--- config.mk ---
export PLATFORM = sky130hd
export DESIGN_NAME = aacg_top
export DESIGN_NICKNAME = d
export VERILOG_FILES = /design/src/aacg_pkg.sv /design/src/aacg_cap_if.sv /design/src/aacg_capture.sv /design/src/aacg_top.sv
export VERILOG_INCLUDE_DIRS = /design/src
export SDC_FILE = /design/constraint.sdc
export NUM_CORES = 1
export LEC_CHECK = 0
export ABC_AREA = 1
export BUFFER_PORTS_ARGS = -buffer_cell sky130_fd_sc_hd__buf_2
export CELL_PAD_IN_SITES_DETAIL_PLACEMENT = 1
export CELL_PAD_IN_SITES_GLOBAL_PLACEMENT = 2
export CORE_MARGIN = 5
export CORE_UTILIZATION = 33
export CTS_CLUSTER_DIAMETER = 150
export DETAILED_ROUTE_END_ITERATION = 10
export GPL_TIMING_DRIVEN = 0
export PLACE_DENSITY = 0.91
export SLEW_MARGIN = 5
export SYNTH_ARGS = -nofsm -noshare
export SYNTH_HDL_FRONTEND = slang
export SYNTH_SLANG_ARGS = --single-unit
--- constraint.sdc ---
create_clock -name i_clk -period 2.05 [get_ports i_clk]
set_clock_uncertainty 0.1 [all_clocks]
set_input_delay 0.3075 -clock i_clk [delete_from_list [all_inputs] [get_ports i_clk]]
set_output_delay 0.3075 -clock i_clk [all_outputs]
set_load 0.01 [all_outputs]
--- src/aacg_defines.svh ---
// register offsets, reset values and field positions of the audio clock block
`ifndef AACG_DEFINES_SVH
`define AACG_DEFINES_SVH

// ****************************************************************
// register map
// ****************************************************************
`define AACG_ADDR_CAPTURE_HIGH 16'hffe3
`define AACG_ADDR_CAPTURE_LOW  16'hffe4
`define AACG_ADDR_SYNTH1_HIGH  16'hffe5
`define AACG_ADDR_SYNTH1_MID   16'hffe6
`define AACG_ADDR_SYNTH1_LOW   16'hffe7

// ****************************************************************
// reset values and field positions
// ****************************************************************
`define AACG_BYTE_RESET        8'h00
`define AACG_WORD_RESET        24'h000000
`define AACG_COUNT_RESET       16'h0000
`define AACG_UNMAPPED_READ     8'h00
`define AACG_FREQ_MSB          23
`define AACG_CAP_HIGH_MSB      15
`define AACG_CAP_HIGH_LSB      8
`define AACG_CAP_LOW_MSB       7

`endif

--- src/aacg_pkg.sv ---
// shared types of the audio clock block
package aacg_pkg;

    // one register byte of the microcontroller bus
    typedef logic [7:0] aacg_byte_t;

    // which synthesizer drives a master clock path
    typedef enum logic {
        AACG_SRC_PRIMARY,
        AACG_SRC_SECOND
    } aacg_src_t;

endpackage

--- src/aacg_cap_if.sv ---
// link between the clock logic and the frame capture counter
`timescale 1ns/1ps
`default_nettype none

interface aacg_cap_if #(
    parameter int CNT_W = 16
);
    logic             tick;   // one master clock rising edge seen
    logic             sof;    // start of frame pulse
    logic [CNT_W-1:0] count;  // captured counter snapshot

    modport src (output tick, output sof, input count);
    modport cap (input tick, input sof, output count);
endinterface

`default_nettype wire

--- src/aacg_capture.sv ---
// free running master clock counter with start of frame snapshot
`timescale 1ns/1ps
`default_nettype none
`include "aacg_defines.svh"

module aacg_capture #(
    parameter int CNT_W = 16
) (
    input  wire logic i_clk,
    input  wire logic i_reset,
    input  wire logic i_clk_en,
    aacg_cap_if.cap   cap
);

    logic [CNT_W-1:0] cnt_ff;
    logic [CNT_W-1:0] cap_ff;

    // ****************************************************************
    // free running counter
    // ****************************************************************
    // wraps to zero by plain overflow, never stops
    always_ff @(posedge i_clk) begin
        if (i_reset) begin
            cnt_ff <= `AACG_COUNT_RESET;
        end else if (i_clk_en && cap.tick) begin
            cnt_ff <= CNT_W'(cnt_ff + 1'b1);
        end
    end

    // ****************************************************************
    // frame snapshot
    // ****************************************************************
    // one register for both bytes keeps the halves from one sample;
    // a tick in the sof cycle lands in the next frame's count
    always_ff @(posedge i_clk) begin
        if (i_reset) begin
            cap_ff <= `AACG_COUNT_RESET;
        end else if (i_clk_en && cap.sof) begin
            cap_ff <= cnt_ff;
        end
    end

    assign cap.count = cap_ff;
endmodule

`default_nettype wire

--- src/aacg_top.sv ---
// adaptive audio clock generator registers, synthesizer and capture
// ****************************************************************
// ****************************************************************
`timescale 1ns/1ps
`default_nettype none
`include "aacg_defines.svh"

module aacg_top #(
    parameter int FREQ_W = 24,
    parameter int CNT_W  = 16
) (
    input  wire logic        i_clk,
    input  wire logic        i_reset,
    input  wire logic        i_clk_en,
    input  wire logic [15:0] i_addr,
    input  wire logic        i_wr,
    input  wire logic        i_rd,
    input  wire logic [7:0]  i_wdata,
    input  wire logic        i_sof,
    input  wire logic        i_second_master_clock_out,
    input  wire logic        i_codec_clock_source_sel,
    input  wire logic        i_count_clock_source_sel,
    output logic      [7:0]  o_rdata,
    output logic             o_primary_master_clock_out,
    output logic             o_codec_master_clock
);

    // ****************************************************************
    // parameter checks
    // ****************************************************************
    // byte registers and capture map only serve these widths
    if (FREQ_W != 24 || CNT_W != 16) begin : g_width_check
        $error("aacg_top supports only FREQ_W 24 and CNT_W 16");
    end

    aacg_pkg::aacg_byte_t  freq_low_ff;
    aacg_pkg::aacg_byte_t  freq_mid_ff;
    aacg_pkg::aacg_byte_t  freq_high_ff;
    logic [FREQ_W-1:0]     frequency_word;
    logic [FREQ_W-1:0]     phase_ff;
    logic                  mclk_ff;
    logic                  mclk_prev_ff;
    logic                  sec_meta_ff;
    logic                  sec_sync_ff;
    logic                  sec_prev_ff;
    logic                  codec_mclk_ff;
    logic [7:0]            rdata_ff;
    logic                  primary_rise;
    logic                  second_rise;
    aacg_pkg::aacg_src_t   codec_src;
    aacg_pkg::aacg_src_t   count_src;

    aacg_cap_if #(.CNT_W(CNT_W)) cap_link ();

    // ****************************************************************
    // frequency word registers
    // ****************************************************************
    // writes land one edge after the strobe; the word is live at once
    always_ff @(posedge i_clk) begin
        if (i_reset) begin
            freq_low_ff  <= `AACG_BYTE_RESET;
            freq_mid_ff  <= `AACG_BYTE_RESET;
            freq_high_ff <= `AACG_BYTE_RESET;
        end else if (i_clk_en && i_wr) begin
            case (i_addr)
                `AACG_ADDR_SYNTH1_LOW:  freq_low_ff  <= i_wdata;
                `AACG_ADDR_SYNTH1_MID:  freq_mid_ff  <= i_wdata;
                `AACG_ADDR_SYNTH1_HIGH: freq_high_ff <= i_wdata;
                default: ;
            endcase
        end
    end

    // the three bytes are applied as written, no staging register;
    // firmware should change the word byte by byte with care
    assign frequency_word = {freq_high_ff, freq_mid_ff,
                             freq_low_ff};

    // ****************************************************************
    // primary synthesizer
    // ****************************************************************
    // phase accumulator: output rate is word / 2^24 of the bus clock,
    // so it can not exceed half the bus clock and jitters by one cycle
    always_ff @(posedge i_clk) begin
        if (i_reset) begin
            phase_ff <= `AACG_WORD_RESET;
            mclk_ff  <= 1'b0;
        end else if (i_clk_en) begin
            phase_ff <= FREQ_W'(phase_ff + frequency_word);
            mclk_ff  <= phase_ff[`AACG_FREQ_MSB];
        end
    end

    // ****************************************************************
    // second synthesizer input synchroniser
    // ****************************************************************
    // the second clock comes from outside this domain
    always_ff @(posedge i_clk) begin
        if (i_reset) begin
            sec_meta_ff <= 1'b0;
            sec_sync_ff <= 1'b0;
        end else if (i_clk_en) begin
            sec_meta_ff <= i_second_master_clock_out;
            sec_sync_ff <= sec_meta_ff;
        end
    end

    // previous levels for edge detection on both sources
    always_ff @(posedge i_clk) begin
        if (i_reset) begin
            sec_prev_ff  <= 1'b0;
            mclk_prev_ff <= 1'b0;
        end else if (i_clk_en) begin
            sec_prev_ff  <= sec_sync_ff;
            mclk_prev_ff <= mclk_ff;
        end
    end

    assign primary_rise = mclk_ff && !mclk_prev_ff;
    assign second_rise  = sec_sync_ff && !sec_prev_ff;

    // ****************************************************************
    // source selection
    // ****************************************************************
    assign codec_src = i_codec_clock_source_sel ? aacg_pkg::AACG_SRC_SECOND
                                                : aacg_pkg::AACG_SRC_PRIMARY;
    assign count_src = i_count_clock_source_sel ? aacg_pkg::AACG_SRC_SECOND
                                                : aacg_pkg::AACG_SRC_PRIMARY;

    // codec clock output, registered so the pin never glitches
    always_ff @(posedge i_clk) begin
        if (i_reset) begin
            codec_mclk_ff <= 1'b0;
        end else if (i_clk_en) begin
            case (codec_src)
                aacg_pkg::AACG_SRC_SECOND:  codec_mclk_ff <= sec_sync_ff;
                aacg_pkg::AACG_SRC_PRIMARY: codec_mclk_ff <= mclk_ff;
                default:                    codec_mclk_ff <= mclk_ff;
            endcase
        end
    end

    // counter tick from the chosen clock; sampled edges above half the
    // bus clock are lost, a limit of the single clock domain
    assign cap_link.tick = (count_src == aacg_pkg::AACG_SRC_SECOND)
                         ? second_rise : primary_rise;
    assign cap_link.sof  = i_sof;

    aacg_capture #(
        .CNT_W    (CNT_W)
    ) u_capture (
        .i_clk    (i_clk),
        .i_reset  (i_reset),
        .i_clk_en (i_clk_en),
        .cap      (cap_link.cap)
    );

    // ****************************************************************
    // register read port
    // ****************************************************************
    // read data registered; unmapped addresses answer zero
    always_ff @(posedge i_clk) begin
        if (i_reset) begin
            rdata_ff <= `AACG_UNMAPPED_READ;
        end else if (i_clk_en && i_rd) begin
            case (i_addr)
                `AACG_ADDR_SYNTH1_LOW:  rdata_ff <= freq_low_ff;
                `AACG_ADDR_SYNTH1_MID:  rdata_ff <= freq_mid_ff;
                `AACG_ADDR_SYNTH1_HIGH: rdata_ff <= freq_high_ff;
                `AACG_ADDR_CAPTURE_LOW:
                    rdata_ff <= cap_link.count[`AACG_CAP_LOW_MSB:0];
                `AACG_ADDR_CAPTURE_HIGH:
                    rdata_ff <= cap_link.count[`AACG_CAP_HIGH_MSB:
                                               `AACG_CAP_HIGH_LSB];
                default: rdata_ff <= `AACG_UNMAPPED_READ;
            endcase
        end
    end

    assign o_rdata                    = rdata_ff;
    assign o_primary_master_clock_out = mclk_ff;
    assign o_codec_master_clock       = codec_mclk_ff;
endmodule

`default_nettype wire

==> results.yml <==
floorplanning:
  initial_core_util_pct: 33.6
  ioPinCount: 43
  die_area_mm2: 0.0204
  rows: 48
  die_w_um: 143
  die_h_um: 143
  core-area_mm2: 0.0173
route:
  first_pass_iters: 4
  antenna_left: 0
  vias: 5876
  drtIter0Drc: 214
  wire_per_inst_um: 16.4
  drt-total-wl_um: 19600
  drc: 0
  post_drt_via_cell_ratio: 4.90
grt:
  grtUsageTotal_pct: 19.4
  grt_max_degree: 19
  antenna_found_initial: 0
  grt_pass1_vias: 5869
  overflow: 0
  grt_pass1_wl_um: 30900
synthesis:
  synth-simple-area-share_pct: 37.9
  synth_compound_area_share_pct: 11.7
  syn_inst: 915
  synth_top_area_share_pct: 32.4
  synth_most_common_cell: "nand2_1"
  syn_area_mm2: 0.00582
  ys_top_cells_by_count: "209 x nand2_1, 137 x nor2_1, 133 x inv_1"
  synth_area_leaders: "dfxtp_1 32%, nand2_1 13%, nor2_1 8.8%, inv_1 8.6%, nand3_1 6.4%"
  synthFlopType: "dfxtp_1"
  avgSynthCellArea_um2: 6.36
  synth_fa_ha_area_share_pct: 5.51
  synthDistinctLibCells: 34
  synthesis.nets: 973
  synth_edf_count: 0
  synthMuxAreaShare_pct: 0
  synth-xor-area-share_pct: 1.66
  synth_top_family_by_area: "simple AND/OR/NAND/NOR gates"
  yosys.area.top_type: "dfxtp_1"
  synth-warning-count: 0
  synthArstFlopShare_pct: 0
  ys_seq_area_share_pct: 32.4
  ys_seq_elements: 94
pwr:
  switching_power_mw: 1.17
  peakVddDrop_mv: 0.360
  combPwrFrac_pct: 10.8
  p_leak_nw: 3.26
  powerDensity_mw_per_mm2: 589
  intPower_mw: 2.90
  swShare_pct: 28.7
  total_power_mw: 4.07
  power_frac_clock_pct: 41.6
  p_seq_share_pct: 47.6
cts:
  cts_made_buffers: 9
  clock_path_buffers: 2
  cts_max_level: 3
  clock_latency_ns: 0.36
  clk_pin_slew_ns: 0.07
  cts_root_buffer: "clkbuf_16"
  clock_sinks: 94
  cts_tree: "done"
worst_setup_path:
  cp.required_ns: 2.21
  arrival_ns: 2.10
  endpoint_kind: "register"
  path_max_fanout: 5
  r2r_cells: 10
  crit_type: "register to register"
  start_kind: "register"
placed_design:
  gp_congestion: 0.854
  placed_cell_area_mm2: 0.00631
  port_buffers: 42
  hpwl_um: 15600
finish:
  fillers: 2311
  drive_gt1_share_pct: 19.1
  fin_util_pct: 39.9
  final_area_mm2: 0.00690
  multi_input_area_mm2: 0.00359
  synthToLayoutAreaGrowth_pct: 18.7
  seqCellArea_mm2: 0.00191
  final_nets: 1026
  n_antenna_cell: 0
timing:
  drv_slew: 0
  setup_tns_ns: 0
  max_freq_mhz: 518
  period_needed_ns: 1.93
  finalSetupViolations: 0
  finalHoldViolCount: 0
  worst_pin_slew_ns: 0.683
  maxSlewHeadroom_pct: 54.4
  fin_crit_sh_pct: 94.2
outcome:
  status: "finished, final reports clean"
run:
  cap_viol_max_count: 0
min_path:
  whs_path_depth: 3
  hold_path_class: "input pin to register"
==> registers in the layout, indices dropped and copies added (netlist names) <==
| signal | count |
|---|---|
| o_codec_master_clock | 1 |
| mclk_prev_ff | 1 |
| sec_meta_ff | 1 |
| freq_low_ff | 8 |
| o_rdata | 8 |
| u_capture.cap.count | 16 |
| phase_ff | 24 |
| sec_prev_ff | 1 |
| freq_mid_ff | 8 |
| u_capture.cnt_ff | 16 |
| freq_high_ff | 8 |
| o_primary_master_clock_out | 1 |
| sec_sync_ff | 1 |
==> through the flow <==
stage | std cells | setup slack, ns | hold slack (ns)
2_1_floorplan | 915 | 0.196 | 0.333
3_3_place_gp | 1182 | -0.129 | 0.346
3_5_place_dp | 1182 | -0.147 | 0.350
4_1_cts | 1198 | 0.0250 | 0.0667
5_1_grt | 1198 | -0.00130 | 0.100
6_report | 1198 | 0.119 | 0.0697
==> metal layers <==
metal / vias up / GRT usage (%) / share of wire, %
li1: 3008 / - / -
met1: 2781 / 24.8 / 47
met2: 63 / 33.7 / 49
met3: 24 / 2.41 / 2.4
met4: 0 / 6.85 / 2.1
met5: - / 0 / 0
==> timing repair <==
| item | CTS | global route |
|---|---|---|
| gates resized for setup | 17 | 60 |
| hold buffers | 0 | 0 |
| buffers inserted | 0 | 0 |
| hold endpoints to repair | 0 | 0 |
| setup endpoints to repair | 14 | 16 |
==> worst max-delay path: stages (launching register included) <==
cell and delay [ns]:
dfxtp_2 0.36, ha_2 0.38, nand2_1 0.12, inv_1 0.11
nand2_1 0.06, nor2_1 0.16, nand3b_1 0.18, nand4_1 0.14
nand3_1 0.10, nand2_1 0.10, inv_1 0.04
==> cells in the final DEF (no fill, tap or decap), types with 3 or more instances in the layout <==
master and instances:
inv_1 133, dfxtp_2 17, nor2_2 25, inv_2 3, nor2_4 4, clkbuf_16 9, buf_2 51, nand2_2 21
nand2_1 198, inv_6 4, ha_4 12, dfxtp_1 76, xor2_1 9, nor3_1 9, o21ai_0 72, nor2_1 128
nand3_2 13, nand4_1 9, nand3_1 69, clkbuf_1 12, ha_1 3, buf_1 3, ha_2 9, a21o_1 3
a21oi_1 53
==> path summary, 6_finish.rpt <==
kind | from | to | slack, ns
min reg2reg | sec_prev_ff | sec_prev_ff | 0.37
max reg2reg | freq_high_ff[1] | phase_ff[19] | 0.12
max | freq_high_ff[1] | phase_ff[19] | 0.12
min | i_second_master_clock_out | sec_meta_ff | 0.07
==> cell type report <==
cell class	instances	area share [%]
buffer	25	1.76
clock buffer	9	3.26
clock inverter	7	0.888
inverter	136	7.39
multi-input combinational	660	52.0
sequential	94	27.6
tap	225	4.08
timing repair buffer	42	3.04
==> power groups by stage <==
stage	registers (mW)	logic [mW]	clock network [mW]
floorplan	1.97	0.260	0
global placement	1.97	0.403	0
detailed placement	1.97	0.415	0
CTS	1.93	0.420	1.72
global route	1.94	0.496	1.79
finish	1.94	0.439	1.69
==> cell families (layout without fill, tap and decap cells) <==
kind of cell / after synthesis / in the layout
xor+xnor: 11 / 11
flops: 94 / 94
compound gates: 134 / 134
fa+ha+maj: 25 / 25
buf+inv: 161 / 219
simple gates: 490 / 490
Power figures use the tool's default switching activity.
